File: src/rtl/tdc_defines.svh
// tdc_defines.svh: register offsets, field positions, reset values
// assumes inclusion by bare name from any tdc design file
`ifndef TDC_DEFINES_SVH
`define TDC_DEFINES_SVH

// register offsets on the serial register interface
`define TDC_OFS_CFG 8'h21
`define TDC_OFS_SRC 8'h22
`define TDC_OFS_THX 8'h23
`define TDC_OFS_THY 8'h24
`define TDC_OFS_THZ 8'h25

// tap_config field positions
`define TDC_CFG_ABORT 7
`define TDC_CFG_LATCH 6
`define TDC_CFG_XS 0

// tap_source field positions
`define TDC_SRC_ACTIVE 7
`define TDC_SRC_AX_LO 4
`define TDC_SRC_DBL 3

// reset values
`define TDC_RST_CFG 8'h00
`define TDC_RST_SRC 8'h00
`define TDC_RST_THR 7'h00

// serial slave address default, arbitrary value
`define TDC_I2C_ADDR_DEF 7'h3A

`endif

File: src/rtl/tdc_pkg.sv
// tdc_pkg: state types of the tap detection register block
// assumes nothing beyond a SystemVerilog compiler
package tdc_pkg;

  typedef enum logic [1:0] {TDC_IDLE, TDC_LAT, TDC_WIN} tdc_det_t;

  typedef enum logic [3:0] {
    TDC_I_IDLE, TDC_I_ADDR, TDC_I_ADDR_ACK, TDC_I_REG, TDC_I_REG_ACK,
    TDC_I_WDATA, TDC_I_WDATA_ACK, TDC_I_RDATA, TDC_I_RDATA_ACK
  } tdc_i2c_st_t;

  typedef struct packed {
    logic [7:0] cfg;
    logic [2:0][6:0] thr;
    logic [7:0] src;
    tdc_det_t dstate;
    logic [7:0] lcnt;
    logic [7:0] wcnt;
    logic started;
    logic aborted;
    logic [2:0] above_prev;
  } tdc_top_state_t;

  typedef struct packed {
    logic scl_s1;
    logic scl_s2;
    logic scl_d;
    logic sda_s1;
    logic sda_s2;
    logic sda_d;
    tdc_i2c_st_t st;
    logic [7:0] shift;
    logic [3:0] bitcnt;
    logic rw;
    logic more;
    logic [7:0] ptr;
    logic oe;
  } tdc_i2c_state_t;

endpackage

File: src/rtl/tdc_reg_if.sv
// tdc_reg_if: register access strobes between serial slave and bank
// assumes both ends on the same clock
`timescale 1ns/100ps
interface tdc_reg_if;
  logic [7:0] addr;
  logic [7:0] wdata;
  logic wr;
  logic rd;
  logic [7:0] rdata;
  modport master (output addr, output wdata, output wr, output rd, input rdata);
  modport slave (input addr, input wdata, input wr, input rd, output rdata);
endinterface

File: src/rtl/tdc_top.sv
// tdc_top: tap detection configuration, source and threshold registers
// with the tap sequencer they steer. assumes samples arrive on clk as a
// one-cycle sample_valid at the output data rate; scl/sda are pins.
`timescale 1ns/100ps
`include "tdc_defines.svh"
module tdc_top
  import tdc_pkg::*;
#(
  parameter int ACC_W = 8,
  parameter logic [6:0] SLAVE_ADDR = `TDC_I2C_ADDR_DEF
) (
  input wire logic clk,
  input wire logic rst_n,
  input wire logic scl,
  input wire logic sda_in,
  output logic sda_out,
  output logic sda_oe,
  input wire logic sample_valid,
  input wire logic [2:0][ACC_W-1:0] acc,
  input wire logic [7:0] tap_latency_timer,
  input wire logic [7:0] tap_window,
  output logic tap_irq
);

  // samples scaled so one lsb equals one threshold step
  if (ACC_W < 8) begin : g_chk
    $error("ACC_W must be at least 8");
  end

  tdc_reg_if rif();
  tdc_top_state_t s, n;
  logic [2:0] above, sign, start_v;
  logic any_start, all_below, rd_src, ev_valid, ev_dbl;
  logic [2:0] ev_axes, ev_mask;

  tdc_i2c_slave #(.SLAVE_ADDR(SLAVE_ADDR)) u_i2c (
    .clk(clk),
    .rst_n(rst_n),
    .scl(scl),
    .sda_in(sda_in),
    .sda_oe(sda_oe),
    .bus(rif.master)
  );

  assign sda_out = 1'b0; // open drain: only the enable moves
  assign tap_irq = s.src[`TDC_SRC_ACTIVE];

  // magnitude of a signed sample
  function automatic logic [ACC_W-1:0] mag(input logic [ACC_W-1:0] a);
    return a[ACC_W-1] ? ACC_W'(-a) : a;
  endfunction

  // enable mask for one tap type out of tap_config
  function automatic logic [2:0] type_en(input logic [7:0] cfg, input logic dbl);
    return {cfg[4 + 32'(dbl)], cfg[2 + 32'(dbl)], cfg[`TDC_CFG_XS + 32'(dbl)]};
  endfunction

  // per-axis threshold compare; unsigned steps, fixed range
  for (genvar i = 0; i < 3; i++) begin : g_axis
    assign above[i] = mag(acc[i]) > ACC_W'(s.thr[i]);
    assign sign[i] = acc[i][ACC_W-1];
    assign start_v[i] = above[i] & ~s.above_prev[i];
  end
  assign any_start = |start_v;
  assign all_below = ~|above;
  assign rd_src = rif.rd && (rif.addr == `TDC_OFS_SRC);

  // register read mux; thresholds pad bit 7 with zero
  always_comb begin
    case (rif.addr)
      `TDC_OFS_CFG: rif.rdata = s.cfg;
      `TDC_OFS_SRC: rif.rdata = s.src;
      `TDC_OFS_THX: rif.rdata = {1'b0, s.thr[0]};
      `TDC_OFS_THY: rif.rdata = {1'b0, s.thr[1]};
      `TDC_OFS_THZ: rif.rdata = {1'b0, s.thr[2]};
      default: rif.rdata = 8'h00;
    endcase
  end

  // tap sequencer, registers and source update
  always_comb begin
    n = s;
    ev_valid = 1'b0;
    ev_dbl = 1'b0;
    ev_axes = 3'h0;
    // host writes; source is read-only so it has no write branch
    if (rif.wr) begin
      case (rif.addr)
        `TDC_OFS_CFG: n.cfg = rif.wdata;
        `TDC_OFS_THX: n.thr[0] = rif.wdata[6:0];
        `TDC_OFS_THY: n.thr[1] = rif.wdata[6:0];
        `TDC_OFS_THZ: n.thr[2] = rif.wdata[6:0];
        default: begin
        end
      endcase
    end
    if (sample_valid) begin
      n.above_prev = above;
      case (s.dstate)
        TDC_IDLE: begin
          if (any_start) begin
            ev_valid = 1'b1;
            ev_axes = start_v;
            n.lcnt = tap_latency_timer;
            n.started = 1'b0;
            n.aborted = 1'b0;
            n.dstate = TDC_LAT;
          end
        end
        TDC_LAT: begin
          // taps here never report; they only feed the abort check
          if (any_start) begin
            n.started = 1'b1;
          end
          if (s.started && all_below && s.cfg[`TDC_CFG_ABORT]) begin
            n.aborted = 1'b1;
          end
          if (s.lcnt == 8'h00) begin
            n.wcnt = tap_window;
            n.dstate = n.aborted ? TDC_IDLE : TDC_WIN;
          end else begin
            n.lcnt = s.lcnt - 8'h01;
          end
        end
        TDC_WIN: begin
          if (any_start) begin
            ev_valid = 1'b1;
            ev_dbl = 1'b1;
            ev_axes = start_v;
            n.dstate = TDC_IDLE;
          end else if (s.wcnt == 8'h00) begin
            n.dstate = TDC_IDLE;
          end else begin
            n.wcnt = s.wcnt - 8'h01;
          end
        end
        default: n.dstate = TDC_IDLE;
      endcase
    end
    ev_mask = ev_axes & type_en(s.cfg, ev_dbl);
    // read clears first so a same-cycle event still lands
    if (rd_src) begin
      n.src = `TDC_RST_SRC;
    end
    if (s.cfg[`TDC_CFG_LATCH]) begin
      // latched: first event wins until the host reads
      if (ev_valid && (|ev_mask) && !n.src[`TDC_SRC_ACTIVE]) begin
        n.src = {1'b1, ev_mask, ev_dbl, sign & ev_mask};
      end
    end else if (sample_valid) begin
      // unlatched: source mirrors the latest sample only
      n.src = (ev_valid && (|ev_mask)) ? {1'b1, ev_mask, ev_dbl, sign & ev_mask}
                                        : `TDC_RST_SRC;
    end
  end

  // single state register
  always_ff @(posedge clk or negedge rst_n) begin
    if (!rst_n) begin
      s <= '{cfg: `TDC_RST_CFG, thr: {3{`TDC_RST_THR}}, src: `TDC_RST_SRC,
             dstate: TDC_IDLE, lcnt: 8'h00, wcnt: 8'h00, started: 1'b0,
             aborted: 1'b0, above_prev: 3'h0};
    end else begin
      s <= n;
    end
  end
endmodule

File: src/rtl/tdc_i2c_slave.sv
// tdc_i2c_slave: serial register interface slave, auto-incrementing pointer
// assumes scl and sda come from pins; both are synchronised here
`timescale 1ns/100ps
`include "tdc_defines.svh"
module tdc_i2c_slave
  import tdc_pkg::*;
#(
  parameter logic [6:0] SLAVE_ADDR = `TDC_I2C_ADDR_DEF
) (
  input wire logic clk,
  input wire logic rst_n,
  input wire logic scl,
  input wire logic sda_in,
  output logic sda_oe,
  tdc_reg_if.master bus
);

  tdc_i2c_state_t s, n;
  logic rise, fall, start, stop;

  // edges taken only from the second sync stage and its delayed copy
  assign rise = s.scl_s2 & ~s.scl_d;
  assign fall = ~s.scl_s2 & s.scl_d;
  assign start = s.scl_s2 & s.scl_d & s.sda_d & ~s.sda_s2;
  assign stop = s.scl_s2 & s.scl_d & ~s.sda_d & s.sda_s2;
  assign sda_oe = s.oe;
  assign bus.addr = s.ptr;
  assign bus.wdata = s.shift;

  // protocol engine
  always_comb begin
    n = s;
    bus.wr = 1'b0;
    bus.rd = 1'b0;
    n.scl_s1 = scl;
    n.scl_s2 = s.scl_s1;
    n.scl_d = s.scl_s2;
    n.sda_s1 = sda_in;
    n.sda_s2 = s.sda_s1;
    n.sda_d = s.sda_s2;
    if (start) begin
      n.st = TDC_I_ADDR;
      n.bitcnt = 4'h0;
      n.oe = 1'b0;
    end else if (stop) begin
      n.st = TDC_I_IDLE;
      n.oe = 1'b0;
    end else if (rise) begin
      case (s.st)
        TDC_I_ADDR, TDC_I_REG, TDC_I_WDATA: begin
          n.shift = {s.shift[6:0], s.sda_s2};
          n.bitcnt = s.bitcnt + 4'h1;
        end
        TDC_I_RDATA_ACK: begin
          // master nack ends the read burst
          if (s.sda_s2) begin
            n.st = TDC_I_IDLE;
          end else begin
            n.more = 1'b1;
          end
        end
        default: begin
        end
      endcase
    end else if (fall) begin
      case (s.st)
        TDC_I_ADDR: begin
          if (s.bitcnt == 4'h8) begin
            if (s.shift[7:1] == SLAVE_ADDR) begin
              n.oe = 1'b1;
              n.rw = s.shift[0];
              n.st = TDC_I_ADDR_ACK;
            end else begin
              n.st = TDC_I_IDLE;
            end
          end
        end
        TDC_I_ADDR_ACK: begin
          n.bitcnt = 4'h0;
          if (s.rw) begin
            bus.rd = 1'b1;
            n.shift = bus.rdata;
            n.oe = ~bus.rdata[7];
            n.st = TDC_I_RDATA;
          end else begin
            n.oe = 1'b0;
            n.st = TDC_I_REG;
          end
        end
        TDC_I_REG: begin
          if (s.bitcnt == 4'h8) begin
            n.ptr = s.shift;
            n.oe = 1'b1;
            n.st = TDC_I_REG_ACK;
          end
        end
        TDC_I_WDATA: begin
          if (s.bitcnt == 4'h8) begin
            bus.wr = 1'b1;
            n.oe = 1'b1;
            n.st = TDC_I_WDATA_ACK;
          end
        end
        TDC_I_REG_ACK, TDC_I_WDATA_ACK: begin
          if (s.st == TDC_I_WDATA_ACK) begin
            n.ptr = s.ptr + 8'h01;
          end
          n.oe = 1'b0;
          n.bitcnt = 4'h0;
          n.st = TDC_I_WDATA;
        end
        TDC_I_RDATA: begin
          if (s.bitcnt == 4'h7) begin
            n.oe = 1'b0;
            n.more = 1'b0;
            n.ptr = s.ptr + 8'h01;
            n.st = TDC_I_RDATA_ACK;
          end else begin
            n.shift = {s.shift[6:0], 1'b0};
            n.oe = ~s.shift[6];
            n.bitcnt = s.bitcnt + 4'h1;
          end
        end
        TDC_I_RDATA_ACK: begin
          // acked: fetch next byte; its read strobe, like the one in TDC_I_ADDR_ACK, clears the source when ptr is on it
          if (s.more) begin
            bus.rd = 1'b1;
            n.shift = bus.rdata;
            n.oe = ~bus.rdata[7];
            n.bitcnt = 4'h0;
            n.st = TDC_I_RDATA;
          end
        end
        default: begin
          n.st = TDC_I_IDLE;
        end
      endcase
    end
  end

  // state register, sync stages reset high like an idle bus
  always_ff @(posedge clk or negedge rst_n) begin
    if (!rst_n) begin
      s <= '{scl_s1: 1'b1, scl_s2: 1'b1, scl_d: 1'b1, sda_s1: 1'b1, sda_s2: 1'b1,
             sda_d: 1'b1, st: TDC_I_IDLE, shift: 8'h00, bitcnt: 4'h0, rw: 1'b0,
             more: 1'b0, ptr: 8'h00, oe: 1'b0};
    end else begin
      s <= n;
    end
  end

endmodule

File: config.mk
export PLATFORM = sky130hd
export DESIGN_NAME = tdc_top
export DESIGN_NICKNAME = d
export VERILOG_FILES = /design/src/rtl/tdc_pkg.sv /design/src/rtl/tdc_reg_if.sv /design/src/rtl/tdc_top.sv /design/src/rtl/tdc_i2c_slave.sv
export VERILOG_INCLUDE_DIRS = /design/src /design/src/rtl
export SDC_FILE = /design/constraint.sdc
export NUM_CORES = 1
export LEC_CHECK = 0
export BUFFER_PORTS_ARGS = -buffer_cell sky130_fd_sc_hd__buf_2
export CORE_AREA = 4 4 128 130
export CTS_CLUSTER_DIAMETER = 80
export DETAILED_ROUTE_END_ITERATION = 16
export DIE_AREA = 0 0 132 134
export SYNTH_ARGS = -nofsm -noshare
export SYNTH_HDL_FRONTEND = slang
export SYNTH_HIERARCHICAL = 1
export SYNTH_SLANG_ARGS = --single-unit
File: constraint.sdc
create_clock -name clk -period 3.4 [get_ports clk]
set_input_delay 0.34 -clock clk [delete_from_list [all_inputs] [get_ports clk]]
set_output_delay 0.34 -clock clk [all_outputs]
set_load 0.005 [all_outputs]
==> reports/results.ini <==
[cts]
cts_tree = yes
clk_latency_ns = 0.35
clkSinkCount = 93
path_clk_slew_ns = 0.07
clock_path_buffers = 2
cts-root-buf = clkbuf_16
numCtsBuffers = 9
holdBufCountCts = 0
cts_resized = 0
cts_htree_levels = 3
post-cts-setup-buffers = 0

[synth]
netlist_area_um2 = 6559
synth_top_family_by_area = compound AO/OA/AOI/OAI gates
synth_compound_gate_area_share = 0.1973
synth-main-ff-cell = dfrtp_1
ys_seq_elements = 93
synth-seq-area-share = 0.3560
synthCells = 732
yosys_warnings = 6
synthMuxAreaShare = 0.09538
async_flop_share = 1.000
synthSimpleGateAreaFrac = 0.1969
synth.distinct_cells = 83
syn-num-nets = 811
synthAdderAreaFrac = 0.06486
synth_xor_area_frac = 0.02537
avgSynthCellArea_um2 = 8.960
synth_edf_count = 0

[place]
io_buffers = 46
dp_slack_ns = -0.1789
hpwl_um = 12220
globalplace.congestion = 0.9219

[outcome]
status = complete, but fails checks
violations = hold timing

[drt]
remaining_drc_errors = 0
wl_per_cell_um = 16.59
dr.pass1.iters = 5
vias = 5581
initialDrtViolationCount = 530
viasPerCell = 5.730
wl_um = 16150
antenna_left = 0

[power]
switching_share = 0.3178
total_power_mw = 3.098
seqPwrFrac = 0.436
vdd_drop_max_mv = 0.3106
switchingPower_uw = 984.5
cellPowerDensity_nw_per_um2 = 420.9
p_leak_nw = 3.123
power_frac_comb = 0.237
p_int_mw = 2.114
p_clk_frac = 0.327

[sta]
finalSetupViolations = 0
finalCritPeriodShare = 0.9180
hold_viol_final = 36
fmax_mhz = 320.4
worst_pin_slew_ns = 0.8661
maxSlewHeadroom = 0.4205
fin_crit_ns = 3.121
skew_ns = 0.007467
timing.hold.ws_ns = -0.01176
rsz0062_at_grt = no
slew_viol_final = 0
fin_ws_ns = 0.2787

[floorplan]
core_um2 = 15150
die_h_um = 134
die_area_um2 = 17690
start_util = 0.4330
row_count = 45
io_pins = 48
die_x_um = 132

[min_path]
worstHoldPathType = input pin to async pin

[global_route]
grt_use_total = 0.1875
grt_pass1_wl_um = 27480
grt-ovfl-total = 0
grt_pass1_vias = 5483
grt_max_degree = 45
antenna_found_initial = 0

[setup_path]
cp_num_buf_inv = 2
endpoint_kind = flip-flop
arrival_ns = 3.38
critPathTopFamily = compound AO/OA/AOI/OAI gates
worstSetupPathType = input pin to flip-flop
worst_ep_required_time_ns = 3.66
crit_chain = buf_2 -> or3_1 -> o31ai_1 -> xnor2_1 -> ha_1 -> nand3_1 -> nand2b_1 -> a21oi_1 -> o31a_1 -> or3_4 -> a221o_1 -> buf_4 -> o21ai_0
worst-path-max-fanout = 7
cp-start-kind = input pin
critical_path.max_stage_delay_ns = 0.47
cp_slowest_cell = or3_4

[run]
drv_cap = 0

[layout]
num_antenna_cells = 0
syn_to_final_growth_pct = 12.21
fill_cells = 1418
layout-drive-gt1-share = 0.2023
fin_nets = 860
final_util = 0.4859

[Yosys cell counts (7+ instances only)]
master,n,area (um2)
dfrtp_1,87,2177
nand2_1,78,292.8
nor2_1,51,191.4
a21oi_1,48,240.2
o21ai_0,48,240.2
inv_1,47,176.4
ha_1,34,425.4
mux2_2,33,371.6
clkbuf_1,20,75.07
buf_4,17,127.6
nand3_1,17,85.08
mux2i_1,16,160.2
nand2b_1,16,100.1
xnor2_1,16,140.1
nor3_1,14,70.07
nor2b_1,11,68.82
a22oi_1,9,67.56
or3_1,9,56.30
o22ai_1,8,50.05
nand4_1,7,43.79
o211ai_1,7,52.55
o221ai_1,7,61.31
[worst register-to-register path, stage by stage (launching register included)]
cell,delay [ns]
dfrtp_1,0.39
inv_1,0.06
ha_1,0.30
nor2b_1,0.14
o211ai_1,0.18
a21oi_1,0.11
o31a_1,0.32
or3_4,0.47
a221o_1,0.47
buf_4,0.18
o21ai_0,0.17
[cell type report]
type	count	area, um2	area share
Clock buffer	9	225.2	0.03060
Sequential cell	93	2335	0.3172
Tap cell	188	235.2	0.03196
Clock inverter	7	73.82	0.01003
Inverter	47	176.4	0.02397
Timing Repair Buffer	82	503.0	0.06834
Multi-Input combinational cell	548	3811	0.5179
[power by group through the flow]
| stage | clock network, mW | registers, mW | logic (mW) |
|---|---|---|---|
| after floorplan | 0 | 1.32 | 0.536 |
| after global placement | 0 | 1.36 | 0.695 |
| after detailed placement | 0 | 1.36 | 0.731 |
| after CTS | 1.04 | 1.35 | 0.730 |
| after global routing | 1.08 | 1.37 | 0.835 |
| final | 1.01 | 1.35 | 0.734 |
[kinds of logic after synthesis]
logic type,count (synthesis)
and+or+nand+nor,248
AOI/OAI and AO/OA,190
DFF,93
buffers and inverters,91
muxes,56
adders and majority gates,34
xor gates and xnor gates,19
other,1
[path summary, 6_finish.rpt]
path / start / end / slack (ns) / cells past startpoint
worst min register to register: u_i2c/n[28] / u_i2c/n[27] / 0.36 / 0
worst max-delay path: acc[16] / s[7] / 0.28 / 13
worst max register to register: s[46] / s[7] / 0.54 / 10
max in group asynchronous: rst_n / s[49] / 2.63 / 2
worst min-delay path: rst_n / s[9] / -0.01 / 1
min in group clk: sda_in / u_i2c/n[28] / 0.09 / 1
[metal layers]
| metal | routed length [um] | vias up | GRT usage |
|---|---|---|---|
| li1 | - | 2727 | - |
| met1 | 7660 | 2692 | 0.2596 |
| met2 | 7534 | 136 | 0.3019 |
| met3 | 611 | 26 | 0.02326 |
| met4 | 348 | 0 | 0.07060 |
| met5 | 0 | - | 0 |
[cells in the final DEF, fill, tap and decap left out, types with 8 or more instances in the layout]
cell type and n:
or3_1 8, o21ai_0 48, nor3_1 14, a22oi_1 9
mux2_2 33, inv_1 47, mux2i_1 16, nand3_1 17
buf_2 45, ha_1 34, nor2_1 51, nand2b_1 16
a21oi_1 48, nand2_1 78, clkbuf_16 9, dfrtp_1 87
nor2b_1 11, o22ai_1 8, buf_4 37, xnor2_1 16
[per-stage QoR]
stage               std cells  area [um2]  setup TNS (ns)
finish                    974        7360               0
global route              974        7360               0
global placement          958        7056         -0.4553
floorplan                 732        6559               0
detailed placement        958        7056          -1.568
CTS                       974        7355               0
[registers in the layout, indices dropped and copies added (netlist names)]
name and cells:
s 59, u_i2c/sda_oe 1, u_i2c/s 12, u_i2c/bus.wdata 8, u_i2c/bus.addr 8, tap_irq 1
u_i2c/n 4
Power figures use the tool's default switching activity.
